$ cat src/fls_pkg.sv
// fault line status package: register indices, field layout, reset values
// assumes one core clock domain and a bit-serial register link
package fls_pkg;

    localparam int unsigned FLS_WORD_BITS = 48;
    localparam int unsigned FLS_SEL_BITS  = 6;
    localparam int unsigned FLS_LINES     = 64;
    localparam int unsigned FLS_LOW_LINES = 48;
    localparam int unsigned FLS_HIGH_BITS = 16;
    localparam int unsigned FLS_IDX_BITS  = 3;
    localparam int unsigned FLS_CMD_BITS  = 4;
    localparam int unsigned FLS_CNT_BITS  = 6;

    // register indices carried in the command word
    localparam logic [2:0] FLS_IDX_OPEN_SEL       = 3'h0;
    localparam logic [2:0] FLS_IDX_SHORT_SEL      = 3'h1;
    localparam logic [2:0] FLS_IDX_OPEN_WARN_HIGH = 3'h2;
    localparam logic [2:0] FLS_IDX_OPEN_WARN_LOW  = 3'h3;
    localparam logic [2:0] FLS_IDX_SHORT_WARN_HIGH = 3'h4;
    localparam logic [2:0] FLS_IDX_SHORT_WARN_LOW = 3'h5;

    // field positions
    localparam int unsigned FLS_SEL_LSB  = 0;
    localparam int unsigned FLS_SEL_MSB  = 5;
    localparam int unsigned FLS_HIGH_LSB = 0;
    localparam int unsigned FLS_HIGH_MSB = 15;

    // reset values
    localparam logic [5:0]  FLS_OPEN_SEL_RST  = 6'h00;
    localparam logic [5:0]  FLS_SHORT_SEL_RST = 6'h00;
    localparam logic [63:0] FLS_WARN_RST      = 64'h0;
    localparam logic [47:0] FLS_WORD_ZERO     = 48'h0;

    // last bit positions of command and data phases
    localparam logic [5:0] FLS_CMD_LAST  = 6'h03;
    localparam logic [5:0] FLS_DATA_LAST = 6'h2F;

    typedef enum logic [1:0] {
        FLS_ST_CMD,
        FLS_ST_WRITE,
        FLS_ST_READ,
        FLS_ST_DONE
    } fls_state_t;

    // command word, sent read flag first, then index msb first
    typedef struct packed {
        logic       rd;
        logic [2:0] idx;
    } fls_cmd_t;

    typedef struct packed {
        logic [5:0] open_sel;
        logic [5:0] short_sel;
    } fls_sel_t;

endpackage : fls_pkg

$ cat src/fls_shift_word.sv
// 48-bit shift word used both to collect write data and to send read data
// assumes load and shift come from the same clock; load wins over shift
`timescale 1ns/1ns
module fls_shift_word
    import fls_pkg::*;
(
    input  wire logic                            core_clk_i,
    input  wire logic                            resetn_i,
    input  wire logic                            load_i,
    input  wire logic [fls_pkg::FLS_WORD_BITS-1:0] data_i,
    input  wire logic                            shift_i,
    input  wire logic                            bit_i,
    output logic      [fls_pkg::FLS_WORD_BITS-1:0] word_o,
    output logic                                 msb_o
);

    logic [FLS_WORD_BITS-1:0] word;
    logic [FLS_WORD_BITS-1:0] next_word;

    always_comb
    begin
        next_word = word;
        if (load_i)
        begin
            next_word = data_i;
        end
        else if (shift_i)
        begin
            next_word = {word[FLS_WORD_BITS-2:0], bit_i};
        end
    end

    always_ff @(posedge core_clk_i)
    begin
        if (!resetn_i)
        begin
            word <= FLS_WORD_ZERO;
        end
        else
        begin
            word <= next_word;
        end
    end

    assign word_o = word;
    assign msb_o  = word[FLS_WORD_BITS-1];

endmodule : fls_shift_word

$ cat src/fls_regs.sv
// fault line status registers: line selectors and per-line warning maps
// assumes the serial link pins are synchronous to core_clk_i and that the
// fault detector pulses its event inputs in the same clock domain
//
// Notes on behaviour
// - open selector: 6-bit read/write, upper bits zero
// - short selector: 6-bit read/write, resets zero
// - open warnings lines 0-47 read-only map
// - open warnings lines 48-63 in bits 15-0
// - short warnings lines 48-63 in bits 15-0
// - short warnings lines 0-47 read-only map
// - writes arrive serially, reads return serially
`timescale 1ns/1ns
module fls_regs
    import fls_pkg::*;
(
    input  wire logic                            core_clk_i,
    input  wire logic                            resetn_i,
    input  wire logic                            frame_i,
    input  wire logic                            bit_strobe_i,
    input  wire logic                            serial_data_input_i,
    output logic                                 serial_data_output_o,
    output logic                                 serial_out_valid_o,
    input  wire logic [fls_pkg::FLS_LINES-1:0]   open_fault_event_i,
    input  wire logic [fls_pkg::FLS_LINES-1:0]   short_fault_event_i,
    input  wire logic                            warn_clear_i,
    output fls_pkg::fls_sel_t                    line_select_o
);

    fls_state_t               state;
    fls_state_t               next_state;
    logic [FLS_CNT_BITS-1:0]  bit_cnt;
    logic [FLS_CNT_BITS-1:0]  next_bit_cnt;
    fls_cmd_t                 cmd;
    fls_cmd_t                 next_cmd;

    logic [FLS_SEL_BITS-1:0]  open_line_selector;
    logic [FLS_SEL_BITS-1:0]  next_open_line_selector;
    logic [FLS_SEL_BITS-1:0]  short_line_selector;
    logic [FLS_SEL_BITS-1:0]  next_short_line_selector;

    logic [FLS_LINES-1:0]     open_line_warning_map;
    logic [FLS_LINES-1:0]     next_open_line_warning_map;
    logic [FLS_LINES-1:0]     short_line_warning_map;
    logic [FLS_LINES-1:0]     next_short_line_warning_map;

    logic                     shift_load;
    logic                     shift_en;
    logic                     write_commit;
    logic [FLS_WORD_BITS-1:0] read_word;
    logic [FLS_WORD_BITS-1:0] shift_word;
    logic                     shift_msb;

    // link framing: command phase, then 48 data bits in either direction
    always_comb
    begin
        next_state   = state;
        next_bit_cnt = bit_cnt;
        next_cmd     = cmd;
        shift_load   = 1'b0;
        shift_en     = 1'b0;
        write_commit = 1'b0;
        if (!frame_i)
        begin
            // a dropped frame aborts any transfer, nothing is committed
            next_state   = FLS_ST_CMD;
            next_bit_cnt = '0;
        end
        else
        begin
            case (state)
                FLS_ST_CMD:
                begin
                    if (bit_strobe_i)
                    begin
                        next_cmd = fls_cmd_t'({cmd[FLS_CMD_BITS-2:0],
                                               serial_data_input_i});
                        if (bit_cnt == FLS_CMD_LAST)
                        begin
                            next_bit_cnt = '0;
                            if (next_cmd.rd)
                            begin
                                // snapshot taken once, so a read is coherent
                                shift_load = 1'b1;
                                next_state = FLS_ST_READ;
                            end
                            else
                            begin
                                next_state = FLS_ST_WRITE;
                            end
                        end
                        else
                        begin
                            next_bit_cnt = bit_cnt + 6'h01;
                        end
                    end
                end
                FLS_ST_WRITE:
                begin
                    if (bit_strobe_i)
                    begin
                        shift_en = 1'b1;
                        if (bit_cnt == FLS_DATA_LAST)
                        begin
                            write_commit = 1'b1;
                            next_bit_cnt = '0;
                            next_state   = FLS_ST_DONE;
                        end
                        else
                        begin
                            next_bit_cnt = bit_cnt + 6'h01;
                        end
                    end
                end
                FLS_ST_READ:
                begin
                    if (bit_strobe_i)
                    begin
                        shift_en = 1'b1;
                        if (bit_cnt == FLS_DATA_LAST)
                        begin
                            next_bit_cnt = '0;
                            next_state   = FLS_ST_DONE;
                        end
                        else
                        begin
                            next_bit_cnt = bit_cnt + 6'h01;
                        end
                    end
                end
                FLS_ST_DONE:
                begin
                    // extra bits until the frame drops are ignored
                    next_state = FLS_ST_DONE;
                end
                default:
                begin
                    next_state   = FLS_ST_CMD;
                    next_bit_cnt = '0;
                end
            endcase
        end
    end

    always_ff @(posedge core_clk_i)
    begin
        if (!resetn_i)
        begin
            state   <= FLS_ST_CMD;
            bit_cnt <= '0;
            cmd     <= '0;
        end
        else
        begin
            state   <= next_state;
            bit_cnt <= next_bit_cnt;
            cmd     <= next_cmd;
        end
    end

    // selectors: only bits 5-0 of a committed write are kept
    always_comb
    begin
        next_open_line_selector  = open_line_selector;
        next_short_line_selector = short_line_selector;
        if (write_commit)
        begin
            case (cmd.idx)
                FLS_IDX_OPEN_SEL:
                begin
                    // the 48th bit is still on the pin, not in the word
                    next_open_line_selector =
                        {shift_word[FLS_SEL_MSB-1:FLS_SEL_LSB],
                         serial_data_input_i};
                end
                FLS_IDX_SHORT_SEL:
                begin
                    next_short_line_selector =
                        {shift_word[FLS_SEL_MSB-1:FLS_SEL_LSB],
                         serial_data_input_i};
                end
                default:
                begin
                    // warning maps and unused indices take no write
                    next_open_line_selector  = open_line_selector;
                    next_short_line_selector = short_line_selector;
                end
            endcase
        end
    end

    always_ff @(posedge core_clk_i)
    begin
        if (!resetn_i)
        begin
            open_line_selector  <= FLS_OPEN_SEL_RST;
            short_line_selector <= FLS_SHORT_SEL_RST;
        end
        else
        begin
            open_line_selector  <= next_open_line_selector;
            short_line_selector <= next_short_line_selector;
        end
    end

    // warning maps are sticky; a fault event wins over a same-cycle clear
    always_comb
    begin
        next_open_line_warning_map  = open_line_warning_map;
        next_short_line_warning_map = short_line_warning_map;
        if (warn_clear_i)
        begin
            next_open_line_warning_map  = '0;
            next_short_line_warning_map = '0;
        end
        next_open_line_warning_map  = next_open_line_warning_map
                                    | open_fault_event_i;
        next_short_line_warning_map = next_short_line_warning_map
                                    | short_fault_event_i;
    end

    always_ff @(posedge core_clk_i)
    begin
        if (!resetn_i)
        begin
            open_line_warning_map  <= FLS_WARN_RST;
            short_line_warning_map <= FLS_WARN_RST;
        end
        else
        begin
            open_line_warning_map  <= next_open_line_warning_map;
            short_line_warning_map <= next_short_line_warning_map;
        end
    end

    // read word, reserved bits zero; unused indices read as zero
    always_comb
    begin
        read_word = FLS_WORD_ZERO;
        case (next_cmd.idx)
            FLS_IDX_OPEN_SEL:
            begin
                read_word[FLS_SEL_MSB:FLS_SEL_LSB] = open_line_selector;
            end
            FLS_IDX_SHORT_SEL:
            begin
                read_word[FLS_SEL_MSB:FLS_SEL_LSB] = short_line_selector;
            end
            FLS_IDX_OPEN_WARN_HIGH:
            begin
                read_word[FLS_HIGH_MSB:FLS_HIGH_LSB] =
                    open_line_warning_map[FLS_LINES-1:FLS_LOW_LINES];
            end
            FLS_IDX_OPEN_WARN_LOW:
            begin
                read_word =
                    open_line_warning_map[FLS_LOW_LINES-1:0];
            end
            FLS_IDX_SHORT_WARN_HIGH:
            begin
                read_word[FLS_HIGH_MSB:FLS_HIGH_LSB] =
                    short_line_warning_map[FLS_LINES-1:FLS_LOW_LINES];
            end
            FLS_IDX_SHORT_WARN_LOW:
            begin
                read_word =
                    short_line_warning_map[FLS_LOW_LINES-1:0];
            end
            default:
            begin
                read_word = FLS_WORD_ZERO;
            end
        endcase
    end

    fls_shift_word u_shift_word (
        .core_clk_i (core_clk_i),
        .resetn_i   (resetn_i),
        .load_i     (shift_load),
        .data_i     (read_word),
        .shift_i    (shift_en),
        .bit_i      (serial_data_input_i),
        .word_o     (shift_word),
        .msb_o      (shift_msb)
    );

    // read data leaves msb first; the output flop is the shift word itself
    // a cut frame silences the pin at once, not one cycle later
    assign serial_data_output_o = shift_msb && frame_i
                                && (state == FLS_ST_READ);
    assign serial_out_valid_o   = frame_i && (state == FLS_ST_READ);

    assign line_select_o = {open_line_selector, short_line_selector};

endmodule : fls_regs

$ cat config.mk
export PLATFORM = sky130hd
export DESIGN_NAME = fls_regs
export DESIGN_NICKNAME = d
export VERILOG_FILES = /design/src/fls_pkg.sv /design/src/fls_shift_word.sv /design/src/fls_regs.sv
export SDC_FILE = /design/constraint.sdc
export NUM_CORES = 1
export LEC_CHECK = 0
export BUFFER_PORTS_ARGS = -buffer_cell sky130_fd_sc_hd__buf_2
export CAP_MARGIN = 20
export CORE_MARGIN = 2
export CORE_UTILIZATION = 30
export DETAILED_ROUTE_END_ITERATION = 16
export HOLD_SLACK_MARGIN = 0.08
export SKIP_LAST_GASP = 1
export SYNTH_ARGS = -nofsm -noshare
export SYNTH_HDL_FRONTEND = slang
export SYNTH_HIERARCHICAL = 1
export SYNTH_SLANG_ARGS = --single-unit
$ cat constraint.sdc
create_clock -name core_clk_i -period 3.2 [get_ports core_clk_i]
set_input_delay 0.32 -clock core_clk_i [delete_from_list [all_inputs] [get_ports core_clk_i]]
set_output_delay 0.32 -clock core_clk_i [all_outputs]
set_load 0.02 [all_outputs]
==> out/results.ini <==
[worst_hold_path]
hold_class = in -> reg

[clock_network]
ctsHtreeMaxLevel = 4
cts_resized = 0
holdBufCountCts = 90
cts_made_buffers = 17
cts_max_path_buffers = 2
cts.clk_slew.worst_paths_ns = 0.08
tritoncts = built
clock_latency_ns = 0.45
root_buffer = clkbuf_16
cts.sinks = 199
cts_setup_buffers = 0

[setup_path]
crit_slowest_cell = and3_1
reg2regPathDepth = 9
r2r-end = u_shift_word/word_o[30]$_SDFFE_PN0P_
cp-startpoint = state[1]$_SDFFE_PN0P_
rrSetupSlack_ns = 0.54
crit_buf_inv = 2
crit_chain = inv_1 -> ha_1 -> and3_1 -> nand4b_1 -> o21ai_4 -> buf_4 -> a22o_1 -> nand2b_1 -> o211a_1
cp_top_family = simple AND/OR/NAND/NOR gates
critPathCaptureType = register
cp_max_fo = 25
path_depth = 9
cp.arrival_ns = 3.04
cpPeakStageDelay_ns = 0.42
worstReg2RegStart = state[1]$_SDFFE_PN0P_
cp-start-kind = register
cp-endpoint = u_shift_word/word_o[30]$_SDFFE_PN0P_
path_class = reg -> reg
crit_required_ns = 3.58

[sta]
post-route-period-util_pct = 83.1
setup_violations = 0
setup_tns_ns = 0
fin_ws_ns = 0.541
fin_crit_ns = 2.66
clock_skew_ns = 0.00952
tightest_slew_ns = 0.933
fmax_mhz = 376
hold_viol = 0
hold_slack_ns = 0.0948
maxSlewViolCount = 0
slew_headroom_pct = 37.8
rsz0062_at_grt = false

[cells_and_area]
diodes = 0
drive_above_1_share_pct = 23.2
fin_area_um2 = 11500
area_growth_pct = 28.5
final_common_cell = dfxtp_1
final_core_util_pct = 38.9
final_cell_mix = dfxtp_1, buf_2, nor2b_1
stdcell_count = 1467
finalNetCount = 1202

[placement]
gp_congestion = 0.772
hpwl_um = 14700
place_area_um2 = 9970
numPortBuffers = 147
placed_cells = 1342
dp_slack_ns = 0.591

[routing]
dr.first_iter.drc_count = 299
wl_met1_um = 10300
wl_met2_um = 10800
vias_per_cell = 4.65
ant_nets = 0
drc = 0
routed-via-count = 6825
wl_met3_um = 799
route.top_layer_used = met4
wl_per_cell_um = 15.1
first_pass_iters = 4
routed_wl_um = 22100

[floorplanning]
pin_count = 148
coreArea_um2 = 29500
row_count = 63
start_util_pct = 30.3
die_area_um2 = 31200
die_y_um = 177
die_width_um = 177

[synthesis]
yosysWarnings = 6
syn_inst = 860
syn_nets = 998
syn_area_per_cell_um2 = 10.4
netlist_area_um2 = 8930

[grt]
track_usage_pct = 14.4
grt_antenna_before_repair = 0
grt_pass1_wl_um = 35300
grt_pass1_vias = 6722
overflow = 0
grt_max_degree = 76

[power_and_ir_drop]
ir_drop_uv = 253
p_leak_nw = 5.22
p_per_area_nw_per_um2 = 457
p_total_mw = 5.25

[flow_run]
max_cap_violations = 0

[run_status]
outcome = finished, final reports clean

-- state kept, by name, summed over array words and instances, names as in the netlist --
signal and count:
open_line_warning_map 64, short_line_warning_map 64, u_shift_word/word_o 48, bit_cnt 6, open_line_selector 6, short_line_selector 6
cmd 3, state 2
-- metal layers --
layer  vias up  GRT usage (%)
li1       3455              -
met1      3250           18.7
met2       104           23.9
met3        16           3.21
met4         0           4.30
met5         -              0
-- power by group --
| part | total (mW) | switching, mW | leakage [nW] | internal, mW |
|---|---|---|---|---|
| Clock | 2.15 | 1.03 | 0.280 | 1.11 |
| Combinational | 0.464 | 0.194 | 3.30 | 0.270 |
| Sequential | 2.64 | 0.0559 | 1.64 | 2.58 |
| Total | 5.25 | 1.28 | 5.22 | 3.97 |
-- area by class of cell --
class	count	area, um2
Fill cell	2929	18000
Multi-Input combinational cell	590	4630
Sequential cell	199	3980
Timing Repair Buffer	251	1780
Tap cell	390	488
Clock buffer	18	439
Clock inverter	14	136
Inverter	5	18.8
-- how the worst min path moves through the flow --
stage                                        from                               endpoint  slack (ns)  cells past startpoint
after floorplan             open_fault_event_i[0]    open_line_warning_map[0]$_SDFF_PN0_        0.44                      1
after global placement      state[1]$_SDFFE_PN0P_                  state[1]$_SDFFE_PN0P_        0.51                      2
after detailed placement    state[1]$_SDFFE_PN0P_                  state[1]$_SDFFE_PN0P_        0.53                      2
after CTS                   open_fault_event_i[8]    open_line_warning_map[8]$_SDFF_PN0_        0.08                      2
after global routing      short_fault_event_i[48]  short_line_warning_map[48]$_SDFF_PN0_        0.08                      2
final                       open_fault_event_i[8]    open_line_warning_map[8]$_SDFF_PN0_        0.09                      2
Power figures use the tool's default switching activity.
